===== src/design/dfosc_defs.vh =====
// shared constants for the decimator output and start control block
`ifndef DFOSC_DEFS_VH
`define DFOSC_DEFS_VH
// output formatter widths and field positions
`define DFOSC_ACC_W      40
`define DFOSC_OUT_W      24
`define DFOSC_SAMPLE_W   16
// upper byte and lower word picks from the 40-bit output register (bit 39 weighs -2^8)
`define DFOSC_HI_UPPER_MSB  39
`define DFOSC_HI_UPPER_LSB  32
`define DFOSC_LO_NORM_MSB   31
`define DFOSC_LO_NORM_LSB   16
`define DFOSC_HI_FINE_MSB   15
`define DFOSC_HI_FINE_LSB   8
`define DFOSC_LO_BYP_MSB    15
`define DFOSC_LO_BYP_LSB    0
// start recognition: input high for at least this many sample cycles
`define DFOSC_START_HIGH_CYC 2'h2
`define DFOSC_RUN_RST        1'b0
`endif


===== src/design/dfosc_top.v =====
// output formatter, data strobe and start control of the decimating filter
`timescale 1ns/10ps
`include "dfosc_defs.vh"
module dfosc_top #(
  parameter ACC_W    = `DFOSC_ACC_W,
  parameter OUT_W    = `DFOSC_OUT_W,
  parameter SAMPLE_W = `DFOSC_SAMPLE_W
) (
  // clock and reset
  input  wire                i_core_clk,
  input  wire                i_resetn,
  // clock enables for the sample and filter rates
  input  wire                i_sample_clock_en,
  input  wire                i_filter_clock_en,
  // start pins
  input  wire                i_async_start_n,
  input  wire                i_sync_start_n,
  output wire                o_cascade_start_out_n,
  // configuration
  input  wire                i_filter_stage_bypass_bit,
  input  wire                i_upper_byte_select_pin,
  // sample input side
  input  wire [SAMPLE_W-1:0] i_sample_data,
  input  wire                i_sample_valid,
  output wire [SAMPLE_W-1:0] o_sample_data,
  output wire                o_sample_valid,
  // filter result side
  input  wire [ACC_W-1:0]    i_result,
  input  wire                i_result_valid,
  output wire [OUT_W-1:0]    o_data_out,
  output wire                o_data_ready,
  output wire                o_running
);

  // ===========================
  // start detection
  // both start pins need a high time before their falling edge counts; the
  // async pin passes a two-flop synchroniser first, which adds two clocks
  wire async_start;
  wire sync_start;

  dfosc_start_sync u_start (
    .i_core_clk      (i_core_clk),
    .i_resetn        (i_resetn),
    .i_sample_en     (i_sample_clock_en),
    .i_async_start_n (i_async_start_n),
    .i_sync_start_n  (i_sync_start_n),
    .o_async_start   (async_start),
    .o_sync_start    (sync_start)
  );

  // ===========================
  // start control state machine
  // an async start drives the cascade output low first and enters operation
  // only at the next sample edge; that is the edge on which a chained device,
  // whose sync start pin the cascade output drives, sees the low level and
  // starts too, so both devices begin with the same sample
  localparam [1:0] ST_IDLE = 2'h0; // reset state, starts looked for
  localparam [1:0] ST_CASC = 2'h1; // cascade start low, next sample edge awaited
  localparam [1:0] ST_RUN  = 2'h2; // operational mode, left only by reset

  reg  [1:0] state_ff;
  reg  [1:0] nxt_state;
  reg        run_ff;
  reg        nxt_run;
  reg        cascade_ff;
  reg        nxt_cascade;

  // next state; starts seen while running are ignored, a new start needs reset
  always @* begin
    nxt_state   = state_ff;
    nxt_run     = run_ff;
    nxt_cascade = cascade_ff;
    case (state_ff)
      ST_IDLE: begin
        if (sync_start) begin
          nxt_state = ST_RUN;
          nxt_run   = 1'b1;
        end else if (async_start) begin
          nxt_state   = ST_CASC;
          nxt_cascade = 1'b0;
        end
      end
      ST_CASC: begin
        if (i_sample_clock_en) begin
          nxt_state   = ST_RUN;
          nxt_run     = 1'b1;
          nxt_cascade = 1'b1;
        end
      end
      ST_RUN: begin
        nxt_run     = 1'b1;
        nxt_cascade = 1'b1;
      end
      default: begin
        nxt_state   = ST_IDLE;
        nxt_run     = 1'b0;
        nxt_cascade = 1'b1;
      end
    endcase
  end

  // state registers; reset holds the internal start inactive
  always @(posedge i_core_clk or negedge i_resetn) begin
    if (!i_resetn) begin
      state_ff   <= ST_IDLE;
      run_ff     <= `DFOSC_RUN_RST;
      cascade_ff <= 1'b1;
    end else begin
      state_ff   <= nxt_state;
      run_ff     <= nxt_run;
      cascade_ff <= nxt_cascade;
    end
  end

  // both are flip-flop outputs, so no glitch reaches a chained device
  assign o_cascade_start_out_n = cascade_ff;
  assign o_running             = run_ff;

  // ===========================
  // sample gate: the full sixteen-bit word is passed on, and nothing is
  // accepted before a start; a word offered while stopped is simply dropped
  wire                smp_take = run_ff & i_sample_valid & i_sample_clock_en;
  reg  [SAMPLE_W-1:0] smp_ff;
  reg                 smp_vld_ff;

  // one-cycle valid pulse, word held until the next accepted sample
  always @(posedge i_core_clk or negedge i_resetn) begin
    if (!i_resetn) begin
      smp_ff     <= {SAMPLE_W{1'b0}};
      smp_vld_ff <= 1'b0;
    end else begin
      smp_vld_ff <= smp_take;
      if (smp_take)
        smp_ff <= i_sample_data;
    end
  end
  assign o_sample_data  = smp_ff;
  assign o_sample_valid = smp_vld_ff;

  // ===========================
  // output formatter: two multiplexers pick 24 of the 40 register bits;
  // register bit 39 weighs -2^8, so bit 31 is the 2^0 position
  // upper byte multiplexer, steered by bypass and upper select
  function [7:0] fmt_hi;
    input [ACC_W-1:0] acc;
    input             byp;
    input             selh;
    begin
      if (!byp && selh)
        fmt_hi = acc[`DFOSC_HI_UPPER_MSB:`DFOSC_HI_UPPER_LSB]; // integer bits -2^8 to 2^1
      else
        fmt_hi = acc[`DFOSC_HI_FINE_MSB:`DFOSC_HI_FINE_LSB];   // fraction bits 2^-16 to 2^-23
    end
  endfunction

  // lower word multiplexer, steered by bypass alone
  function [15:0] fmt_lo;
    input [ACC_W-1:0] acc;
    input             byp;
    begin
      if (byp)
        fmt_lo = acc[`DFOSC_LO_BYP_MSB:`DFOSC_LO_BYP_LSB];   // fraction bits 2^-16 to 2^-31
      else
        fmt_lo = acc[`DFOSC_LO_NORM_MSB:`DFOSC_LO_NORM_LSB]; // bits 2^0 down to 2^-15
    end
  endfunction

  // both halves for one result word
  function [OUT_W-1:0] fmt_out;
    input [ACC_W-1:0] acc;
    input             byp;
    input             selh;
    begin
      fmt_out = {fmt_hi(acc, byp, selh), fmt_lo(acc, byp)};
    end
  endfunction

  // ===========================
  // output register and data ready strobe
  // a result is latched on one filter edge and the strobe raised on the
  // next, so the bus has been steady for a whole filter period when the
  // strobe rises; the strobe then stays high for one filter period, long
  // enough for capture logic on either rate to see its rising edge
  // results offered while stopped never reach the bus
  wire             res_take = i_result_valid & run_ff;
  reg  [OUT_W-1:0] out_ff;
  reg              pend_ff;
  reg              rdy_ff;

  always @(posedge i_core_clk or negedge i_resetn) begin
    if (!i_resetn) begin
      out_ff  <= {OUT_W{1'b0}};
      pend_ff <= 1'b0;
      rdy_ff  <= 1'b0;
    end else if (i_filter_clock_en) begin
      if (res_take)
        out_ff <= fmt_out(i_result, i_filter_stage_bypass_bit, i_upper_byte_select_pin);
      pend_ff <= res_take;
      rdy_ff  <= pend_ff;
    end
  end
  assign o_data_out   = out_ff;
  assign o_data_ready = rdy_ff;
endmodule


===== src/design/dfosc_start_sync.v =====
// start input edge detector and asynchronous start synchroniser
`timescale 1ns/10ps
module dfosc_start_sync (
  // clock and reset
  input  wire       i_core_clk,
  input  wire       i_resetn,
  // sample clock enable and start pins
  input  wire       i_sample_en,
  input  wire       i_async_start_n,
  input  wire       i_sync_start_n,
  // recognised start pulses
  output wire       o_async_start,
  output wire       o_sync_start
);
`include "dfosc_defs.vh"

  // ===========================
  // asynchronous start synchroniser
  reg        async_meta_ff;
  reg        async_sync_ff;
  always @(posedge i_core_clk or negedge i_resetn) begin
    if (!i_resetn) begin
      async_meta_ff <= 1'b1;
      async_sync_ff <= 1'b1;
    end else begin
      async_meta_ff <= i_async_start_n;
      async_sync_ff <= async_meta_ff;
    end
  end

  // ===========================
  // high-time counters, sampled on sample clock edges
  reg  [1:0] async_hi_ff;
  reg  [1:0] sync_hi_ff;
  wire       async_armed = (async_hi_ff >= `DFOSC_START_HIGH_CYC);
  wire       sync_armed  = (sync_hi_ff  >= `DFOSC_START_HIGH_CYC);

  always @(posedge i_core_clk or negedge i_resetn) begin
    if (!i_resetn) begin
      async_hi_ff <= 2'h0;
      sync_hi_ff  <= 2'h0;
    end else if (i_sample_en) begin
      if (async_sync_ff == 1'b0)
        async_hi_ff <= 2'h0;
      else if (!async_armed)
        async_hi_ff <= async_hi_ff + 2'h1;
      if (i_sync_start_n == 1'b0)
        sync_hi_ff <= 2'h0;
      else if (!sync_armed)
        sync_hi_ff <= sync_hi_ff + 2'h1;
    end
  end

  // falling edge after a long enough high time
  assign o_async_start = i_sample_en & async_armed & ~async_sync_ff;
  assign o_sync_start  = i_sample_en & sync_armed & ~i_sync_start_n;
endmodule


===== config.mk =====
export PLATFORM = sky130hd
export DESIGN_NAME = dfosc_top
export DESIGN_NICKNAME = d
export VERILOG_FILES = /design/src/design/dfosc_top.v /design/src/design/dfosc_start_sync.v
export VERILOG_INCLUDE_DIRS = /design/src /design/src/design
export SDC_FILE = /design/constraint.sdc
export NUM_CORES = 1
export LEC_CHECK = 0
export BUFFER_PORTS_ARGS = -buffer_cell sky130_fd_sc_hd__buf_4
export CAP_MARGIN = 40
export CORE_MARGIN = 2
export CORE_UTILIZATION = 47
export CTS_BUF_LIST = sky130_fd_sc_hd__clkbuf_8
export DETAILED_ROUTE_END_ITERATION = 6
export GPL_ROUTABILITY_DRIVEN = 1
export GPL_TIMING_DRIVEN = 0
export PLACE_DENSITY = 0.9
export SETUP_SLACK_MARGIN = 0.3
export SYNTH_ARGS = -nofsm -noshare
export SYNTH_HDL_FRONTEND = slang
export SYNTH_SLANG_ARGS = --single-unit

===== constraint.sdc =====
create_clock -name i_core_clk -period 1.95 [get_ports i_core_clk]
set_input_delay 0.39 -clock i_core_clk [delete_from_list [all_inputs] [get_ports i_core_clk]]
set_output_delay 0.39 -clock i_core_clk [all_outputs]
set_load 0.1 [all_outputs]

==> metrics.txt, run 1 <==
status finished clean; Cell Chain, Critical Path buf_4; area fraction in compound gates after synthesis 9.840%; first-pass GRT wire length 7.866 mm; max-slew violation count 0; CP arrival 1140 ps; Core Box Area 4692 sq um; routed vias 1,831; slowest CP cell dfstp_2; H-Tree Depth 2; clk_skew 1.938 ps; final hold vios 0; Worst Setup SP o_cascade_start_out_n$_DFFE_PN1P_; largest family of logic cells by synthesized area multiplexers; Max-cap violations 0; simple-gate share of the synthesized area 8.071%; Worst EP required 1560 ps; Final ANT Viol Nets 0; WP buf/inv 1; Setup TNS 0 ps; clock buffer depth 2; Clock power frac 13.2%; Synth Register Bits 53; crit-path max cell delay 560 ps; Final period util 78.50%; Logic pwr share 54.0%; 1st-pass router iterations 4; Commonest cells post-synth 50 x dfrtp_1, 26 x o21ai_0, 25 x nand2_1; synth warn 0; Max VDD drop 0.0007543 V; DIE HEIGHT 73.40 um; Leak 1.637 nW; Synth area leaders dfrtp_1 55%, mux2i_1 11%, mux2_2 8.5%; post-DR vias/cell 5.100; Final Core Density 68.93%; Avg Cell Area, Syn 11.98 sq um; Fmax 0.6533 GHz; antenna violations before repair 0; starting density of the core 48.24%; Register Area 1331 sq um; # nets final 372; Slew headroom 56.68%; IO Pins 110; share of the synthesized area in the top cell type 55.28%; Synth Flop Type dfrtp_1; post-synth cell types 31; mux contribution to synthesized area 19.07%; dominant cell type by area after synthesis dfrtp_1; IO Port Bufs 108; Switching Share 52.70%; number of global-route vias before repair 1,780; clock slew at reported path FFs 90 ps; gr usage total 18.83%; Crit Path Class reg2out; Post-Syn Instances 189; Wirelength per Cell 14.18 um; Num Clock Sinks 53; final worst slack 419.3 ps; Layout area overhead 42.90%; pre-CTS WS 392.1 ps; GP Congestion 0.7731; grt met1 use 23.21%; reg2reg start u_start.sync_hi_ff[0]$_DFFE_PN0P_; share of synthesized registers carrying an async set or reset 100.0%; met2 usage 32.83%; Die ar. 5387 sq um; CTS Root Cell clkbuf_8; cts bufs inserted 5; Post-synth EDFFs 0; Cell Area, Synth 2263 sq um; DP HPWL 3.901 mm; post-cts repair resize count 0; synthesized net count 257; M3 GR Usage 5.624%; critical path startpoint category register; Synth Area in XOR/XNOR 0%; share of cells above drive strength 1 47.21%; ant diodes 0; Design Area, Final 3234 sq um; post-synthesis sequential area ratio 58.76%; HP Class in2async; CP Capture Type primary output; crit path time final 1531 ps; hold-fix buffer count after cts 0; final WL 5.091 mm; largest net degree at the start of global routing 54; Flop pwr share 32.8%; post-CTS setup buffer count 0; FP Rows 25; busiest grt layer met2; Skew-Pair Late Insertion Delay 290 ps; CTS tree yes; DRC 0; CP top delay family flip-flops; count leader, synth dfrtp_1; chip width 73.40 um; Overflow after GRT 0; Post-DP Area 3143 sq um; Multi-input gate area 862.1 sq um; Final setup viols 0; adder-cell share of the synthesized area 1.106%; Fillers 372; P_sw 2.429 mW; RSZ-0062 raised after global routing false; pwr/cell area 1425 nW/um^2; P_int 2.181 mW; total power 4.610 mW; largest fanout on the critical path 3; drt first-iter violations 124; Least-Margin Pin Slew 649.8 ps
cells by family (layout without fill, tap and decap cells):
kind of cell | count (synthesis) | in the layout
flops | 53 | 53
mux | 41 | 41
simple gates | 40 | 40
compound gates | 39 | 39
buf+inv | 14 | 130
fa+ha+maj | 2 | 2
power groups by stage:
stage                     Clock, mW  Combinational (mW)  Sequential, mW
after floorplan                   0               0.386            3.05
final                         0.608                2.49            1.51
after detailed placement          0                2.51            1.53
after global placement            0                2.47            1.52
after CTS                     0.629                2.51            1.51
after global routing          0.669                2.60            1.54
through the flow:
stage / hold slack (ps) / std cells
3_5_place_dp: 351.7 / 351
5_1_grt: 161.7 / 359
4_1_cts: 130.7 / 359
6_report: 112.3 / 359
3_3_place_gp: 346.4 / 351
2_1_floorplan: 94.41 / 189
final timing paths:
path                            slack, ps  cells after the start                                end
worst max-delay path                  420                      1              o_cascade_start_out_n
max in group asynchronous            1380                      1              o_running$_DFFE_PN0P_
worst max register to register        450                      5  o_cascade_start_out_n$_DFFE_PN1P_
worst min-delay path                  110                      1  u_start.sync_hi_ff[0]$_DFFE_PN0P_
worst min register to register        360                      0    u_start.async_sync_ff$_DFF_PN1_
min in group i_core_clk               190                      1    u_start.async_meta_ff$_DFF_PN1_
area by class of cell:
cell class,count,area share [%]
clock buffer,5,2.128
buffer,10,1.741
tap,54,2.089
sequential,53,41.16
inverter,4,0.4642
timing repair buffer,108,25.07
multi-input combinational,122,26.65
clock inverter,3,0.6963
registers in the layout (all words and copies together) (netlist names), 2 cells and up:
| name | count |
|---|---|
| o_sample_data | 16 |
| u_start.async_hi_ff | 2 |
| u_start.sync_hi_ff | 2 |
| state_ff | 2 |
| o_data_out | 24 |
placed cells by master (no fill, tap or decap), types with 2 or more instances in the layout:
master	Yosys	layout
buf_4	2	110
dfrtp_1	50	49
o21ai_0	26	26
nand2_1	25	25
mux2i_1	24	24
mux2_2	17	17
nor2_1	5	5
clkbuf_8	0	5
inv_1	4	4
clkbuf_1	4	4
buf_2	3	3
clkinvlp_4	0	3
dfstp_2	3	3
nand3_1	2	2
a21oi_1	2	2
nand2b_1	2	2
a211o_1	2	2
o21a_1	2	2
ha_1	2	2
routing by layer:
metal / wire (um) / part of all wire (%) / up-vias
met4: 31 / 0.61 / 0
met5: 0 / 0 / -
li1: - / - / 885
met3: 388 / 7.6 / 4
met1: 2041 / 40 / 863
met2: 2630 / 52 / 79
Note: power is estimated with default switching activity, not from simulation.
==> run 2: changes to the inputs <==
Settings changed: ABC_AREA from default to 1, CORE_UTILIZATION 47 to 43, PLACE_DENSITY 0.9 to 0.87.
Clock period 1.95 ns to 1.3 ns, I/O delays scaled along.
==> run 2 against run 1 <==
The run now ends with hold timing, setup timing left; routed wire length increased by 93%; first-iteration DRC count decreased by 8.1%; final cell count increased by 33%; non-clock buffer count rose by 28; area after synthesis increased by 2.1%; combinational power grew 37%; sequential share of layout area fell by 11 points.
==> metrics.txt, run 2 <==
Wirelength per Cell 20.57 um (+45%); Commonest cells post-synth 85 x nand2_1, 50 x dfrtp_1, 25 x o21ai_0, 25 x o21ai_1, 14 x nor2_1; clock slew at reported path FFs 100 ps (about the same); status finished, violations left; hold-fix buffer count after cts 0 (unchanged); Final setup viols 16 (+16); CTS tree yes; synthesized net count 331 (+29%); DIE HEIGHT 77.31 um (+5.3%); total power 6.764 mW (+47%); CP Capture Type register; mux contribution to synthesized area 0% (-19 points); 1st-pass router iterations 4 (unchanged); Fmax 0.7330 GHz; Worst path most repeated cell buf_8; critical path startpoint category register; number of global-route vias before repair 2,720 (+53%); Hold WS -21.93 ps (-134.2 ps); crit-path max cell delay 520 ps (-40 ps); RSZ-0062 raised after global routing true; most common cell after layout, fill and taps aside buf_4; Final period util 104.9%; Slew headroom 55.24% (-1.4 points); final WL 9.834 mm (+93%); Worst Setup SP o_running$_DFFE_PN0P_; final hold vios 22 (+22); slowest CP cell dfrtp_4; Cell Chain, Critical Path and3_4 -> buf_8 -> inv_12 -> buf_12 -> buf_8 -> o21ai_1; pre-CTS WS 57.81 ps (-334.2 ps); Post-Syn Instances 263 (+39%); H-Tree Depth 2 (unchanged); Core Box Area 5140 sq um (+9.5%); final worst slack -64.27 ps (-483.6 ps); gr usage total 28.04% (+9.2 points); adder-cell share of the synthesized area 1.083% (-0.023 points); # nets final 475 (+28%); share of the synthesized area in the top cell type 54.14% (-1.1 points); synth warn 0 (unchanged); Crit Path Class reg2reg; HP Class in2async; first-pass GRT wire length 12.91 mm (+64%); failing checks hold timing, setup timing; clock buffer depth 2 (unchanged); IO Pins 110 (unchanged); drt first-iter violations 114 (-8.1%); pwr/cell area 1458 nW/um^2 (+2.3%); max-slew violation count 0 (unchanged); Worst R2R End o_data_out[0]$_DFFE_PN0P_; starting density of the core 44.96% (-3.3 points); post-synthesis sequential area ratio 57.55% (-1.2 points); Die ar. 5977 sq um (+11%); count leader, synth nand2_1; largest family of logic cells by synthesized area simple AND/OR/NAND/NOR gates; Max-cap violations 0 (unchanged); GP Congestion 0.8041 (+4.0%); ant diodes 0 (unchanged); Skew-Pair Late Insertion Delay 300 ps (about the same); DRC 0 (unchanged); Setup TNS -455.6 ps (-455.6 ps); clk_skew 12.05 ps (+10.11 ps); crit path time final 1364 ps; Leak 2.182 nW (+33%); Avg Cell Area, Syn 8.787 sq um (-27%); CP arrival 1540 ps (+400 ps); post-DR vias/cell 5.460 (+7.1%); Setup crit end o_data_out[0]$_DFFE_PN0P_; dominant cell type by area after synthesis dfrtp_1; Num Clock Sinks 53 (unchanged); Synth Flop Type dfrtp_1; Max VDD drop 0.001014 V (+34%); reg2reg start o_running$_DFFE_PN0P_; simple-gate share of the synthesized area 23.06% (+15 points); chip width 77.31 um (+5.3%); routed vias 2,610 (+43%); Synth Register Bits 53 (unchanged); share of synthesized registers carrying an async set or reset 100.0% (unchanged); max FFs per register 24 (unchanged); Worst EP required 1480 ps (-80 ps); CTS Root Cell clkbuf_8; antenna violations before repair 0 (unchanged); Layout area overhead 100.8%; largest net degree at the start of global routing 54 (unchanged); IO Port Bufs 108 (unchanged); area fraction in compound gates after synthesis 12.72% (+2.9 points); largest fanout on the critical path 7 (+4); share of cells above drive strength 1 68.87% (+22 points); Synth area leaders dfrtp_1 54%, nand2_1 14%, o21ai_0 5.4%; post-synth cell types 25 (-19%); Worst R2R Setup Slack -60 ps (-510 ps); FP Rows 26 (+4.0%); Cell Area, Synth 2311 sq um (+2.1%); Least-Margin Pin Slew 671.4 ps (+21.69 ps); Final ANT Viol Nets 0 (unchanged); cts bufs inserted 5 (unchanged); R2R cell count 6 (+1); DP HPWL 4.504 mm (+15%); Post-synth EDFFs 0 (unchanged); commonest non-fill, non-tap cells in the layout 80 x buf_4, 54 x nand2_1, 47 x buf_12; Synth Area in XOR/XNOR 0% (unchanged); Final Core Density 90.26% (+21 points); Overflow after GRT 0 (unchanged)
## run 2: final cells by class
class / instances / area [sq um]
fill: 205 / 500.5
inverter: 15 / 76.32
tap: 70 / 87.58
timing repair inverter: 1 / 3.754
clock buffer: 6 / 82.58
clock inverter: 2 / 33.78
buffer: 10 / 116.4
multi-input combinational: 185 / 1170
timing repair buffer: 136 / 1679
sequential: 53 / 1390
## run 2: kinds of logic after synthesis
group           after synthesis
compound gates               58
fa+ha+maj                     2
buf+inv                      25
flops                        53
simple gates                125
## run 2: worst min path at each step
stage              from                                 end  slack, ps  cells past startpoint
2_1_floorplan  i_resetn           o_data_out[0]$_DFFE_PN0P_        -40                      0
3_3_place_gp   i_resetn           o_data_out[3]$_DFFE_PN0P_        330                      1
3_5_place_dp   i_resetn  u_start.async_hi_ff[0]$_DFFE_PN0P_        340                      1
4_1_cts        i_resetn           o_data_out[8]$_DFFE_PN0P_          8                      1
5_1_grt        i_resetn           o_data_out[7]$_DFFE_PN0P_         30                      1
6_report       i_resetn           o_data_out[5]$_DFFE_PN0P_        -20                      1
## run 2: layer usage
layer	up-vias	share of wire (%)	GRT usage, %
met2	161	55	53.57
met1	1287	35	28.16
met4	0	2.2	11.61
met3	27	7.6	7.765
li1	1135	-	-
met5	-	0	0
## run 2: what timing repair did
| item | in CTS | in global routing |
|---|---|---|
| resized for setup | 206 | 43 |
| cloned | 7 | 0 |
| setup endpoints to repair | 87 | 94 |
| pin swaps | 20 | 11 |
| setup buffers | 13 | 9 |
## run 2: critical path: cells and delay by family (launching register included)
family	cells	cell delay (ps)
AND/OR/NAND/NOR	1	190
AO/OA/AOI/OAI	1	90
flip-flops	1	520
buffers and inverters	4	440
## run 2: stage by stage
stage | instances | instance area (sq um)
after floorplan | 263 | 2402
after global placement | 441 | 3301
after detailed placement | 441 | 3301
after CTS | 469 | 4403
after global routing | 478 | 4639
final | 478 | 4639
## run 2: report_power, final
part / total [mW] / internal [mW] / switching [mW]
sequential: 2.20 / 1.91 / 0.282
clock: 1.16 / 0.621 / 0.540
combinational: 3.41 / 1.33 / 2.07
==> run 3: changes to the inputs <==
Settings changed: ABC_AREA 1 to default.
==> run 3 against run 2 <==
The run still ends with hold timing, setup timing left; design area up 3.4%; largest cell class unchanged; worst hold slack got worse by 17 ps; utilization rose by 3.6 points; critical endpoint is now state_ff[0]$_DFFE_PN0P_.
==> metrics.txt, run 3 (same netlist as run 1, synthesis figures left out) <==
Worst R2R Setup Slack -250 ps (-180 ps); crit-path max cell delay 420 ps (-100 ps); largest net degree at the start of global routing 54 (unchanged); critical path startpoint category register; Switching Share 47.34% (+4.5 points); clock slew at reported path FFs 100 ps (about the same); Least-Margin Pin Slew 685.2 ps (+13.78 ps); CTS Root Cell clkbuf_8; reg2reg start u_start.sync_hi_ff[1]$_DFFE_PN0P_; Worst R2R End state_ff[0]$_DFFE_PN0P_; P_sw 4.557 mW (+57%); Design Area, Final 4796 sq um (+3.4%); largest fanout on the critical path 2 (-5); Logic pwr share 60.6% (+10 points); Final ANT Viol Nets 0 (unchanged); starting density of the core 44.32% (-0.64 points); ant diodes 0 (unchanged); pwr/cell area 2007 nW/um^2 (+38%); Fmax 0.6457 GHz (-12%); final WL 10.20 mm (+3.7%); max FFs per register 24 (unchanged); Setup TNS -1027 ps (-571.0 ps); Max VDD drop 0.001220 V (+20%); final hold vios 35 (+59%); DP HPWL 4.099 mm (-9.0%); final worst slack -248.7 ps (-184.4 ps); IO Port Bufs 108 (unchanged); routed vias 2,314 (-11%); status finished, violations left; CTS tree yes; Skew-Pair Late Insertion Delay 320 ps (+20 ps); Hold WS -38.55 ps (-16.62 ps); commonest non-fill, non-tap cells in the layout 92 x buf_4, 47 x buf_12, 41 x dfrtp_2; Crit Path Class reg2reg; Max-cap violations 0 (unchanged); IO Pins 110 (unchanged); post-DR vias/cell 5.576 (+2.1%); Final setup viols 15 (-1); clk_skew 8.483 ps (-3.563 ps); drt first-iter violations 117 (+2.6%); Layout area overhead 111.9%; Final period util 119.1% (+14 points); Leak 2.297 nW (+5.3%); Final Core Density 93.90% (+3.6 points); H-Tree Depth 2 (unchanged); Wirelength per Cell 24.58 um (+19%); Worst EP required 1520 ps (+40 ps); CP top delay family compound AO/OA/AOI/OAI gates; Die ar. 5860 sq um (-2.0%); CP arrival 1760 ps (+220 ps); fin cells 415 (-13%); # nets final 412 (-13%); chip width 76.55 um (-0.98%); failing checks hold timing, setup timing; Cells after DPL 367 (-17%); FP Rows 26 (unchanged); Core Box Area 5107 sq um (-0.63%); Cell Chain, Critical Path ha_2 -> or2_4 -> a211o_1 -> o31ai_1; Num Clock Sinks 53 (unchanged); number of global-route vias before repair 2,373 (-13%); WP buf/inv 0 (-4); most common cell after layout, fill and taps aside buf_4; Overflow after GRT 0 (unchanged); R2R cell count 4 (-2); crit path time final 1549 ps (+184.4 ps); Post-DP Area 3293 sq um (-0.23%); DRC 0 (unchanged); P_int 5.068 mW (+31%); GP Congestion 0.7153 (-11%); gr usage total 27.92% (-0.12 points); clock buffer depth 2 (unchanged); first-pass GRT wire length 12.48 mm (-3.3%); pre-CTS WS -203.8 ps (-261.6 ps); cts bufs inserted 5 (unchanged); CP Capture Type register; max-slew violation count 0 (unchanged); DIE HEIGHT 76.55 um (-0.98%); Flop pwr share 27.4% (-5.1 points); HP Class in2async; Clock power frac 12.0% (-5.2 points); antenna violations before repair 0 (unchanged); 1st-pass router iterations 4 (unchanged); Slew headroom 54.32% (-0.92 points); share of cells above drive strength 1 83.77% (+15 points); RSZ-0062 raised after global routing true; slowest CP cell dfrtp_1
-- run 3: what timing repair did --
item,in CTS,in global routing
pin swaps,36,18
gates resized for setup,202,49
endpoints found under the hold margin,7,0
setup buffers,14,21
cloned,5,0
setup endpoints to repair,93,94
-- run 3: area by class of cell --
class	count	area [sq um]
Clock inverter	3	42.54
Fill cell	135	311.5
Clock buffer	5	68.82
Multi-Input combinational cell	122	1244
Tap cell	70	87.58
Buffer	10	166.4
Inverter	4	15.01
Timing Repair Buffer	148	1779
Sequential cell	53	1393
-- run 3: power by group through the flow --
stage | logic, mW | registers [mW] | clock network, mW
floorplan | 0.629 | 4.66 | 0
global placement | 3.79 | 2.33 | 0
detailed placement | 3.84 | 2.36 | 0
CTS | 5.15 | 2.56 | 1.13
global route | 5.97 | 2.66 | 1.21
finish | 5.83 | 2.64 | 1.16
-- run 3: worst max path at each step --
stage | start | endpoint | slack (ps) | cells after the start
2_1_floorplan | u_start.sync_hi_ff[1]$_DFFE_PN0P_ | o_cascade_start_out_n$_DFFE_PN1P_ | -100 | 4
3_3_place_gp | u_start.sync_hi_ff[1]$_DFFE_PN0P_ | o_cascade_start_out_n$_DFFE_PN1P_ | -140 | 4
3_5_place_dp | u_start.sync_hi_ff[1]$_DFFE_PN0P_ | o_cascade_start_out_n$_DFFE_PN1P_ | -200 | 4
4_1_cts | u_start.sync_hi_ff[1]$_DFFE_PN0P_ | o_cascade_start_out_n$_DFFE_PN1P_ | -180 | 4
5_1_grt | u_start.sync_hi_ff[1]$_DFFE_PN0P_ | state_ff[0]$_DFFE_PN0P_ | -260 | 4
6_report | u_start.sync_hi_ff[1]$_DFFE_PN0P_ | state_ff[0]$_DFFE_PN0P_ | -250 | 4
-- run 3: metrics by stage --
step	total power, mW	hold slack [ps]
3_3_place_gp	6.121	334.7
6_report	9.625	-38.55
2_1_floorplan	5.287	-35.59
3_5_place_dp	6.204	337.2
5_1_grt	9.842	30.97
4_1_cts	8.838	-2.620
-- run 3: worst register-to-register path, stage by stage (launching register included) --
cell	delay, ps
dfrtp_1	420
ha_2	200
or2_4	260
a211o_1	300
o31ai_1	270
-- run 3: layer usage --
| layer | vias to the layer above | routed length, um | GRT usage [%] |
|---|---|---|---|
| li1 | 976 | - | - |
| met1 | 1174 | 3427 | 29.57 |
| met2 | 125 | 5694 | 54.87 |
| met3 | 39 | 580 | 6.043 |
| met4 | 0 | 498 | 7.818 |
| met5 | - | 0 | 0 |
